File: src/logic/qdl_pkg.sv
// Shared constants and types for the quad converter serial load link
package qdl_pkg;
   // Word and channel geometry
   localparam int WORD_W     = 24;   // One frame carries one word
   localparam int CH_N       = 4;    // Converter channels
   localparam int CH_W       = 2;    // Channel index width
   localparam int CODE_W     = 16;   // Converter code width
   localparam int BITCNT_W   = 5;    // Bit counter, saturates past a word
   // Word field positions
   localparam int BIT_READ   = 23;   // Readback request
   localparam int BIT_CONFIG = 22;   // Configuration word
   localparam int CH_LSB     = 16;   // Channel field low bit
   localparam int CFG_CLRMID = 0;    // Config: clear to midscale
   localparam int CFG_BIPOL  = 1;    // Config: bipolar range
   // Clear target codes, straight binary
   localparam logic [CODE_W-1:0] CODE_ZERO = 16'h0000;
   localparam logic [CODE_W-1:0] CODE_MID  = 16'h8000;
   // Pin synchroniser lanes and their idle reset levels
   localparam int LN_FRAME  = 0;
   localparam int LN_SCLK   = 1;
   localparam int LN_SDI    = 2;
   localparam int LN_LOAD   = 3;
   localparam int LN_CLEAR  = 4;
   localparam int LN_CODING = 5;
   localparam int LN_N      = 6;
   localparam logic [LN_N-1:0] SYNC_RST = 6'h13;
   // Timing
   localparam int CLK_NS         = 4;    // Core clock period
   localparam int SCLK_MAX_MHZ   = 30;   // Fastest shift clock on writes
   localparam int SCLK_RB_MIN_NS = 90;   // Least period for readback
   localparam int SCLK_PERIOD_NS = 96;   // Period the host generates
   localparam int FRAME_GAP_NS   = 200;  // Frame-select high between frames
   localparam int SCLK_HALF_CYC  = (SCLK_PERIOD_NS / 2 + CLK_NS - 1) / CLK_NS;
   localparam int GAP_CYC        = (FRAME_GAP_NS + CLK_NS - 1) / CLK_NS;
   localparam int CNT_W          = 6;
   localparam logic [CNT_W-1:0] HALF_LD = CNT_W'(SCLK_HALF_CYC - 1);
   localparam logic [CNT_W-1:0] GAP_LD  = CNT_W'(GAP_CYC - 1);
   // Host sequencer states
   typedef enum logic [2:0] {
      QDL_IDLE,
      QDL_HIGH,
      QDL_LOW,
      QDL_TAIL,
      QDL_GAP
   } qdl_host_state_e;
endpackage

File: src/logic/qdl_link_if.sv
// Serial load link between host controller and converter front end
`timescale 1ns/1ps
interface qdl_link_if;
   logic frameN;        // Frame select, active low
   logic sclk;          // Shift clock, idles high
   logic serialIn;      // Host to converter data
   logic serialOut;     // Converter to host data
   logic loadOutputsN;  // Load line, active low
   logic clearN;        // Clear line, active low
   logic codingSelect;  // Bipolar coding strap

   // Converter end
   modport dev (
      input  frameN,
      input  sclk,
      input  serialIn,
      input  loadOutputsN,
      input  clearN,
      input  codingSelect,
      output serialOut
   );

   // Host end
   modport host (
      output frameN,
      output sclk,
      output serialIn,
      output loadOutputsN,
      output clearN,
      output codingSelect,
      input  serialOut
   );
endinterface

File: src/logic/qdl_device.sv
// Converter end: serial shift register, input and converter registers
//
// Contract
// - Bipolar: strap high offset binary, low twos
// - Unipolar ranges always use straight binary coding
// - Strap is tied static by the board
// - Frame select low; bits accepted only then
// - Word latched on frame select rising edge
// - One bit shifted per shift clock fall
// - Host shift clock at most 30 MHz
// - Host data stable at shift clock fall
// - Load low: addressed output updates at frame end
// - Load high: input register only, output deferred
// - Load falling edge updates all pending outputs
// - Load line always driven, never floating
// - Clear low forces outputs to zero or mid
// - Shift register contents leave on serial output
// - Output changes on rise, sampled on fall
// - Each frame carries exactly one 24-bit word
// - Readback shift clock period at least 90 ns
`timescale 1ns/1ps
module qdl_device (
   input  wire logic                              clock,
   input  wire logic                              rst,
   qdl_link_if.dev                                link,
   output logic [qdl_pkg::CH_N*qdl_pkg::CODE_W-1:0] dacCodes,
   output logic                                   rangeBipolar,
   output logic                                   clearTargetMid
);
   import qdl_pkg::*;

   // Pin synchroniser stages and edge history
   logic [LN_N-1:0]     pinMeta_reg;    // First stage, read only by second
   logic [LN_N-1:0]     pinSync_reg;    // Second stage, safe to use
   logic [LN_N-1:0]     pinPrev_reg;    // One cycle older, for edges
   logic [LN_N-1:0]     pinSample;      // Packed pin levels

   // Serial shift path
   logic [WORD_W-1:0]   shift_reg;      // Serial shift register
   logic [BITCNT_W-1:0] bitCnt_reg;     // Bits shifted this frame
   logic                serialOut_reg;  // Serial output driver

   // Configuration
   logic                cfgClearMid_reg; // Clear target select
   logic                cfgBipolar_reg;  // Output range is bipolar

   // Per channel storage
   logic [CODE_W-1:0]   inputCode_reg [CH_N];  // Input registers
   logic [CODE_W-1:0]   dacCode_reg   [CH_N];  // Converter registers
   logic [CH_N-1:0]     pending_reg;           // Deferred updates

   // Decoded events
   wire                 frameActive;
   wire                 frameRise;
   wire                 frameFall;
   wire                 sclkFall;
   wire                 sclkRise;
   wire                 loadLow;
   wire                 loadFall;
   wire                 clearActive;
   wire                 wordOk;
   wire                 isRead;
   wire                 isConfig;
   wire                 writeStrobe;
   wire                 twosComp;
   wire [CH_W-1:0]      wordCh;
   wire [CODE_W-1:0]    wordData;
   wire [CODE_W-1:0]    codeIn;
   wire [CODE_W-1:0]    clearCode;

   // Pin levels gathered into one vector
   assign pinSample[LN_FRAME]  = link.frameN;
   assign pinSample[LN_SCLK]   = link.sclk;
   assign pinSample[LN_SDI]    = link.serialIn;
   assign pinSample[LN_LOAD]   = link.loadOutputsN;
   assign pinSample[LN_CLEAR]  = link.clearN;
   assign pinSample[LN_CODING] = link.codingSelect;

   // Two-stage synchroniser; idle levels keep reset free of false edges
   always_ff @(posedge clock or posedge rst) begin
      if (rst) begin
         pinMeta_reg <= SYNC_RST;
         pinSync_reg <= SYNC_RST;
         pinPrev_reg <= SYNC_RST;
      end else begin
         pinMeta_reg <= pinSample;
         pinSync_reg <= pinMeta_reg;
         pinPrev_reg <= pinSync_reg;
      end
   end

   // Frame window and edges of the frame select
   assign frameActive = ~pinSync_reg[LN_FRAME];
   assign frameRise   = pinSync_reg[LN_FRAME] & ~pinPrev_reg[LN_FRAME];
   assign frameFall   = ~pinSync_reg[LN_FRAME] & pinPrev_reg[LN_FRAME];

   // Shift clock edges count only inside a frame
   assign sclkFall = frameActive & ~pinSync_reg[LN_SCLK]
                     & pinPrev_reg[LN_SCLK];
   assign sclkRise = frameActive & pinSync_reg[LN_SCLK]
                     & ~pinPrev_reg[LN_SCLK];

   // Load and clear lines
   assign loadLow     = ~pinSync_reg[LN_LOAD];
   assign loadFall    = ~pinSync_reg[LN_LOAD] & pinPrev_reg[LN_LOAD];
   assign clearActive = ~pinSync_reg[LN_CLEAR];

   // A short or long frame is discarded whole
   assign wordOk = frameRise & (bitCnt_reg == BITCNT_W'(WORD_W));

   // Word field decode
   assign isRead      = shift_reg[BIT_READ];
   assign isConfig    = shift_reg[BIT_CONFIG];
   assign wordCh      = shift_reg[CH_LSB +: CH_W];
   assign wordData    = shift_reg[CODE_W-1:0];
   assign writeStrobe = wordOk & ~isRead & ~isConfig;

   // Twos complement only when bipolar and strap low; strap is static
   assign twosComp = cfgBipolar_reg & ~pinSync_reg[LN_CODING];
   // Stored codes are straight binary; flipping the sign bit converts
   assign codeIn   = {wordData[CODE_W-1] ^ twosComp,
                      wordData[CODE_W-2:0]};

   // Clear target from the persistent setting
   assign clearCode = cfgClearMid_reg ? CODE_MID : CODE_ZERO;

   // Shift register: sample on fall, reload for readback at frame end
   always_ff @(posedge clock or posedge rst) begin
      if (rst) begin
         shift_reg  <= '0;
         bitCnt_reg <= '0;
      end else if (frameFall) begin
         // New frame restarts the count, contents kept for daisy chain
         bitCnt_reg <= '0;
      end else if (sclkFall) begin
         shift_reg <= {shift_reg[WORD_W-2:0], pinSync_reg[LN_SDI]};
         // Saturate one past a word so overlong frames are refused
         if (bitCnt_reg <= BITCNT_W'(WORD_W)) begin
            bitCnt_reg <= bitCnt_reg + 1'b1;
         end
      end else if (wordOk && isRead) begin
         // Addressed converter code goes out during the next frame
         shift_reg <= {{(WORD_W-CODE_W){1'b0}}, dacCode_reg[wordCh]};
      end
   end

   // Serial output: MSB presented at frame start and after each rise
   always_ff @(posedge clock or posedge rst) begin
      if (rst) begin
         serialOut_reg <= 1'b0;
      end else if (frameFall || sclkRise) begin
         serialOut_reg <= shift_reg[WORD_W-1];
      end
   end

   // Configuration word; held until rewritten
   always_ff @(posedge clock or posedge rst) begin
      if (rst) begin
         cfgClearMid_reg <= 1'b0;
         cfgBipolar_reg  <= 1'b0;
      end else if (wordOk && isConfig && !isRead) begin
         cfgClearMid_reg <= wordData[CFG_CLRMID];
         cfgBipolar_reg  <= wordData[CFG_BIPOL];
      end
   end

   // Per channel input and converter registers
   genvar ch;
   generate
      for (ch = 0; ch < CH_N; ch++) begin : gChan
         wire chWrite;   // This channel addressed by a write

         assign chWrite = writeStrobe & (wordCh == CH_W'(ch));

         // Input register always takes the written code
         always_ff @(posedge clock or posedge rst) begin
            if (rst) begin
               inputCode_reg[ch] <= CODE_ZERO;
            end else if (chWrite) begin
               inputCode_reg[ch] <= codeIn;
            end
         end

         // Deferred flag; set by a write with load high, cleared by the load fall
         always_ff @(posedge clock or posedge rst) begin
            if (rst) begin
               pending_reg[ch] <= 1'b0;
            end else if (chWrite && !loadLow) begin
               pending_reg[ch] <= 1'b1;
            end else if (loadFall) begin
               pending_reg[ch] <= 1'b0;
            end
         end

         // Converter register; clear dominates every update
         always_ff @(posedge clock or posedge rst) begin
            if (rst) begin
               dacCode_reg[ch] <= CODE_ZERO;
            end else if (clearActive) begin
               dacCode_reg[ch] <= clearCode;
            end else if (chWrite && loadLow) begin
               dacCode_reg[ch] <= codeIn;
            end else if (loadFall && pending_reg[ch]) begin
               dacCode_reg[ch] <= inputCode_reg[ch];
            end
         end

         // Flattened converter codes, channel 0 in the low bits
         assign dacCodes[ch*CODE_W +: CODE_W] = dacCode_reg[ch];
      end
   endgenerate

   // Remaining outputs straight from their registers
   assign link.serialOut  = serialOut_reg;
   assign rangeBipolar    = cfgBipolar_reg;
   assign clearTargetMid  = cfgClearMid_reg;
endmodule

File: src/flat_wrapper.sv
// flat-port wrapper written by rule: the top's interface ports become plain ports
module qdl_device_flat import qdl_pkg::*;
  (clock, rst, dacCodes, rangeBipolar, clearTargetMid, link_frameN, link_sclk, link_serialIn, link_loadOutputsN, link_clearN, link_codingSelect, link_serialOut);
  qdl_link_if link_i ();
  input  wire logic clock;
  input  wire logic rst;
  output logic [qdl_pkg::CH_N*qdl_pkg::CODE_W-1:0] dacCodes;
  output logic rangeBipolar;
  output logic clearTargetMid;
  input wire logic [$bits(link_i.frameN)-1:0] link_frameN;
  input wire logic [$bits(link_i.sclk)-1:0] link_sclk;
  input wire logic [$bits(link_i.serialIn)-1:0] link_serialIn;
  input wire logic [$bits(link_i.loadOutputsN)-1:0] link_loadOutputsN;
  input wire logic [$bits(link_i.clearN)-1:0] link_clearN;
  input wire logic [$bits(link_i.codingSelect)-1:0] link_codingSelect;
  output wire logic [$bits(link_i.serialOut)-1:0] link_serialOut;
  assign link_i.frameN = link_frameN;
  assign link_i.sclk = link_sclk;
  assign link_i.serialIn = link_serialIn;
  assign link_i.loadOutputsN = link_loadOutputsN;
  assign link_i.clearN = link_clearN;
  assign link_i.codingSelect = link_codingSelect;
  assign link_serialOut = link_i.serialOut;
  qdl_device u_core (.clock(clock), .rst(rst), .link(link_i), .dacCodes(dacCodes), .rangeBipolar(rangeBipolar), .clearTargetMid(clearTargetMid));
endmodule
File: config.mk
export PLATFORM = sky130hd
export DESIGN_NAME = qdl_device_flat
export DESIGN_NICKNAME = d
export VERILOG_FILES = /design/src/logic/qdl_pkg.sv /design/src/logic/qdl_link_if.sv /design/src/logic/qdl_device.sv /design/src/flat_wrapper.sv
export SDC_FILE = /design/constraint.sdc
export NUM_CORES = 1
export LEC_CHECK = 0
export BUFFER_PORTS_ARGS = -buffer_cell sky130_fd_sc_hd__buf_4
export CORE_MARGIN = 8
export CORE_UTILIZATION = 55
export CTS_CLUSTER_SIZE = 20
export DETAILED_ROUTE_END_ITERATION = 8
export GPL_TIMING_DRIVEN = 0
export PLACE_DENSITY_LB_ADDON = 0.3
export SLEW_MARGIN = 10
export SYNTH_ARGS = -nofsm -noshare
export SYNTH_HDL_FRONTEND = slang
export SYNTH_SLANG_ARGS = --single-unit
File: constraint.sdc
create_clock -name clock -period 7.6 [get_ports clock]
set_clock_uncertainty 0.2 [all_clocks]
set_input_delay 0.38 -clock clock [delete_from_list [all_inputs] [get_ports clock]]
set_output_delay 0.38 -clock clock [all_outputs]
set_load 0.1 [all_outputs]
### Yosys cells after proc, flatten, opt, wreduce, memory -nomap -nowiden

Index checks and enable logic that the tools add are counted.

| operators by class | value |
|---|---|
| multiplexer cells | 26 |
| equal/unequal tests | 8 |
| add/sub/neg operators | 1 |
| reduce and logical (&&, ||, !) cells | 27 |
| $lt $le $gt $ge | 2 |
| bitwise gates (word level) | 26 |

Operator list:

| kind | count |
|---|---|
| 16-bit 2-to-1 mux | 15 |
| 24-bit 2-to-1 mux | 2 |
| 16-bit binary-select mux with 2-bit select | 1 |
| 1-bit bitwise AND | 15 |
| 1-bit logical AND | 15 |
| 5-bit 2-to-1 mux | 3 |
| 2-bit nonzero test | 7 |
| 3-bit inequality test (second input constant) | 4 |
| 1-bit NOT | 9 |
| 5-bit by 1-bit adder with 5-bit output (second input constant) | 1 |
| 5-bit equality test (second input constant) | 1 |
| 5-bit <= comparator (second input constant) | 1 |
| 1-bit 2-to-1 mux | 5 |
| 2-bit equality test (second input constant) | 2 |
| 2-bit AND reduction | 2 |
| 3-bit greater-or-equal comparator (second input constant) | 1 |
| 2-bit NOT with 3-bit output | 1 |
| 2-bit by 1-bit equality test with 1-bit output (second input constant) | 1 |
| 2-bit logical NOT | 1 |
| 1-bit logical NOT | 1 |
| 1-bit logical OR | 1 |
| 1-bit bitwise XOR | 1 |

| word-level totals | value |
|---|---|
| flip-flop bits (word level) | 180 |
| output and inout bits | 67 |
| logic and storage cells | 110 |
| input port bits | 8 |

### Depth between registers and ports, before layout

| depth | value |
|---|---|
| depth after elaboration | 9 |
| gate-level depth with buffers | 8 |
| mapped depth without buffers | 6 |

### Least setup slack after synthesis

OpenSTA, ideal clock, no wires.

| timing path | value |
|---|---|
| path type | register to register |
| from | reg u_core.bitCnt_reg[0] |
| to | reg u_core.inputCode_reg[48] (netlist name) |
| path buffers | 2 |
| clock period less this slack | 2.153 ns |
| data required time | 7.275 ns |
| stages on the path, launching flop included | 9 |
| path slack | 5.447 ns |
| library setup time | 0.125 ns |
| arrival | 1.828 ns |
| cells stage by stage | dfrtp_1 -> inv_1 -> ha_1 -> nand2b_1 -> nor4_1 -> nor2b_1 -> buf_2 -> buf_4 -> mux2_2 |

| between the ends | value |
|---|---|
| cells in the longest elaborated chain, start to end | 5 |

Ends and longest elaborated chain:

| what | RTL line | source |
|---|---|---|
| start: declaration | qdl_device.sv:40 | `logic [BITCNT_W-1:0] bitCnt_reg;` |
| start signal: assignment | qdl_device.sv:139 | `bitCnt_reg <= bitCnt_reg + 1'b1;` |
| 5-bit equality test | qdl_device.sv:109 | `assign wordOk = frameRise & (bitCnt_reg == BITCNT_W'(WORD_W));` |
| 1-bit bitwise AND | qdl_device.sv:109 |  |
| 1-bit bitwise AND (2 in a row) | qdl_device.sv:116 | `assign writeStrobe = wordOk & ~isRead & ~isConfig;` |
| 1-bit bitwise AND | qdl_device.sv:173 | `assign chWrite = writeStrobe & (wordCh == CH_W'(ch));` |
| end signal: indexed assignment | qdl_device.sv:180 | `inputCode_reg[ch] <= codeIn;` |
| end: declaration | qdl_device.sv:48 | `logic [CODE_W-1:0] inputCode_reg [CH_N];` |

No other way between the ends.
A chain may end at the register's enable or synchronous reset.

### Worst setup path after layout

| timing path | value |
|---|---|
| from | reg u_core.bitCnt_reg[0] |
| to | reg u_core.shift_reg[10] |

| between the ends | value |
|---|---|
| cells in the longest elaborated chain, start to end | 5 |

Ends and longest elaborated chain:

| what | RTL line | source |
|---|---|---|
| 5-bit equality test | qdl_device.sv:109 |  |
| 1-bit bitwise AND | qdl_device.sv:109 |  |
| 1-bit logical AND | qdl_device.sv:141 | `end else if (wordOk && isRead) begin` |
| 2-bit nonzero test (no source line) | - |  |
| 2-bit AND reduction (no source line) | - |  |
| end signal: assignment | qdl_device.sv:136 | `shift_reg <= {shift_reg[WORD_W-2:0], pinSync_reg[LN_SDI]};` |
| end signal: assignment | qdl_device.sv:143 | `shift_reg <= {{(WORD_W-CODE_W){1'b0}}, dacCode_reg[wordCh]};` |
| end: declaration | qdl_device.sv:39 | `logic [WORD_W-1:0] shift_reg;` |

No other way between the ends.

==> impl_metrics.yaml <==
outcome:
  status: "completed"
yosys:
  synth.avg_cell_area_um2: 13.02
  synth_cell_type_count: 49
  async_flop_share_pct: 100.0
  syn_area_um2: 8344
  ys.flop_type: "dfrtp_1"
  synth_seq_area_share_pct: 53.80
  synth_top_cell_by_area: "dfrtp_1"
  synth_edf_count: 0
  synth_warnings: 0
  syn-num-nets: 651
  synth-seq-cells: 179
  synth_area_leaders: "dfrtp_1, mux2i_1, o211a_1"
  netlist_instances: 641
  synth.top_cell.area_share_pct: 51.28
detailed_routing:
  drc: 0
  wl_um: 21820
  vias_per_cell: 6.163
  via_count: 5806
  wire_per_inst_um: 23.17
  drtIter0Drc: 495
  drt_pass1_iterations: 5
  ant_nets: 0
timing:
  slew_headroom_pct: 47.14
  min_period_over_period_pct: 34.72
  tightest_slew_ns: 0.7929
  final_hold_viol_count: 0
  period_minus_slack_ns: 2.639
  rsz0062_at_grt: "false"
  finalSetupTns_ns: 0
  slew_viol_final: 0
  report.final.setup_viol: 0
  max_freq_ghz: 0.3790
pwr:
  power_density_nw_per_um2: 200.5
  p_leak_nw: 5.881
  vdd_ir_drop_max_v: 0.0001859
grt:
  grt_max_degree: 127
  overflow: 0
  grt_pass1_vias: 6050
  grt_most_used_layer: "met2"
  antenna_found_initial: 0
  grtUsageMet1_pct: 29.01
  grtUsageTotal_pct: 23.25
  grt_pass1_wl_um: 34560
  grt_use_met2_pct: 38.09
  grt_use_met3_pct: 5.783
worst_setup_path:
  cp-startpoint: "u_core.bitCnt_reg[0]$_DFFE_PP0P_"
  max_stage_delay_ns: 0.40
  start_kind: "flip-flop"
  crit_chain: "inv_1, ha_1, and4bb_1, nand3_1, a21o_1, buf_6, a221o_1"
  crit_fanout: 10
  reg2reg_from: "u_core.bitCnt_reg[0]$_DFFE_PP0P_"
  worst-setup-path-type: "flip-flop to flip-flop"
  endpoint_kind: "flip-flop"
  r2r_slack_ns: 4.96
  crit_path_top_delay_cell: "dfrtp_1"
  cp.required_ns: 7.70
  arrival_ns: 2.74
finish:
  areaGrowthSynthToFinish_pct: 17.80
  multi_input_area_um2: 3451
  fillers: 1113
  drive_gt1_share_pct: 29.71
  nets: 752
  diodes: 0
  regArea_um2: 4489
  utilization_pct: 65.38
placed_design:
  gp_congestion: 0.8586
  io_buffers: 74
  hpwl_um: 14540
clock_tree:
  clk_pin_slew_ns: 0.06
  numCtsBuffers: 17
  clock-root-buffer: "clkbuf_16"
  cts_max_level: 4
  cts_buffer_depth: 2
  cts_tree: "yes"
  cts.sinks: 179
  clk_latency_ns: 0.43
  ctsResizeCount: 0
worst_hold_path:
  hold_class: "flip-flop to flip-flop"
  hp-start: "u_core.pinMeta_reg[5]$_DFF_PP0_"
die:
  die_x_um: 139.2
  core-area_um2: 15030
  pin_count: 75
  start_util_pct: 55.51
  die-area_um2: 19370
  die-height_um: 139.2
  rows: 45
flow_run:
  cap_violations: 0
[path summary, 6_finish.rpt]
kind / endpoint / cells past startpoint
worst max-delay path: u_core.shift_reg[10]$_DFFE_PP0P_ / 7
worst min-delay path: u_core.pinSync_reg[5]$_DFF_PP0_ / 0
worst max register to register: u_core.shift_reg[10]$_DFFE_PP0P_ / 7
worst min register to register: u_core.pinSync_reg[5]$_DFF_PP0_ / 0
max in group asynchronous: u_core.inputCode_reg[52]$_DFFE_PP0N_ / 4
min in group asynchronous: u_core.bitCnt_reg[3]$_DFFE_PP0P_ / 3
[metal layers]
layer	wire length, µm	up-vias
li1	-	2523
met1	8936	3015
met2	10770	223
met3	1479	45
met4	641	0
met5	0	-
[kinds of logic (layout without fill, tap and decap cells)]
| family | count (synthesis) | after routing | synth area share, % |
|---|---|---|---|
| adders and majority gates | 2 | 2 | 0.2998 |
| and+or+nand+nor | 129 | 129 | 7.737 |
| buffers and inverters | 78 | 191 | 4.843 |
| xor gates and xnor gates | 3 | 3 | 0.3149 |
| AOI/OAI and AO/OA | 106 | 106 | 11.76 |
| muxes | 144 | 144 | 21.25 |
| DFF | 179 | 179 | 53.80 |
[Yosys cell counts, types with 8 or more instances]
cell type  count
mux4_2        16
inv_1         13
a221o_1       16
nor2b_1       19
mux2i_1       65
dfstp_2        8
clkbuf_1      24
mux2_2        49
buf_2         17
mux2_4        14
dfrtp_1      171
o211a_1       60
nand2_1       71
buf_1         13
[worst max-delay path, delay by kind of cell, from the launching register on]
family | cells | cell delay [ns]
flops | 1 | 0.40
buf+inv | 2 | 0.29
fa+ha+maj | 1 | 0.19
compound gates | 2 | 0.74
simple gates | 2 | 0.68
[where the power goes]
group          switching, W  internal, W
clock network      0.000360     0.000517
logic             0.0000846    0.0000307
registers        0.00000877     0.000970
[layout make-up]
| class | instances | area share [%] |
|---|---|---|
| flip-flops and latches | 179 | 45.67 |
| multi-input cells | 384 | 35.11 |
| inverters | 13 | 0.5728 |
| well taps | 188 | 2.393 |
| clock buffers | 23 | 4.964 |
| plain buffers | 65 | 3.615 |
| clock inverters | 8 | 1.031 |
| repair buffers | 82 | 6.645 |
[cells in the final DEF (no fill, tap or decap), drive strengths merged, types with 3 or more instances in the layout]
cell type / n
dfrtp: 171
buf: 115
nand2: 71
mux2i: 65
mux2: 63
o211a: 60
clkbuf: 48
nor2b: 19
mux4: 16
a221o: 16
inv: 13
dfstp: 8
a22o: 8
nor2: 7
o21ai: 7
dlygate4sd3: 7
a21oi: 5
nand3b: 4
a211oi: 4
or4: 3
nand4: 3
clkinvlp: 3
clkinv: 3
[stage by stage]
stage | instance area, µm² | cells | power [W] | hold slack [ns] | setup WS [ns]
finish | 9829 | 942 | 0.001971 | 0.1474 | 4.961
global route | 9829 | 942 | 0.002036 | 0.1569 | 4.759
CTS | 9829 | 942 | 0.001981 | 0.1506 | 4.973
detailed placement | 9170 | 904 | 0.001109 | 0.1364 | 4.995
global placement | 9135 | 903 | 0.001100 | 0.1333 | 0.4712
floorplan | 8344 | 641 | 0.001071 | 0.1312 | 2.175
[what timing repair did]
action,CTS,global route
hold endpoints to repair,51,0
hold buffers,7,0
setup buffers,0,0
Note: power is estimated with default switching activity, not from simulation.
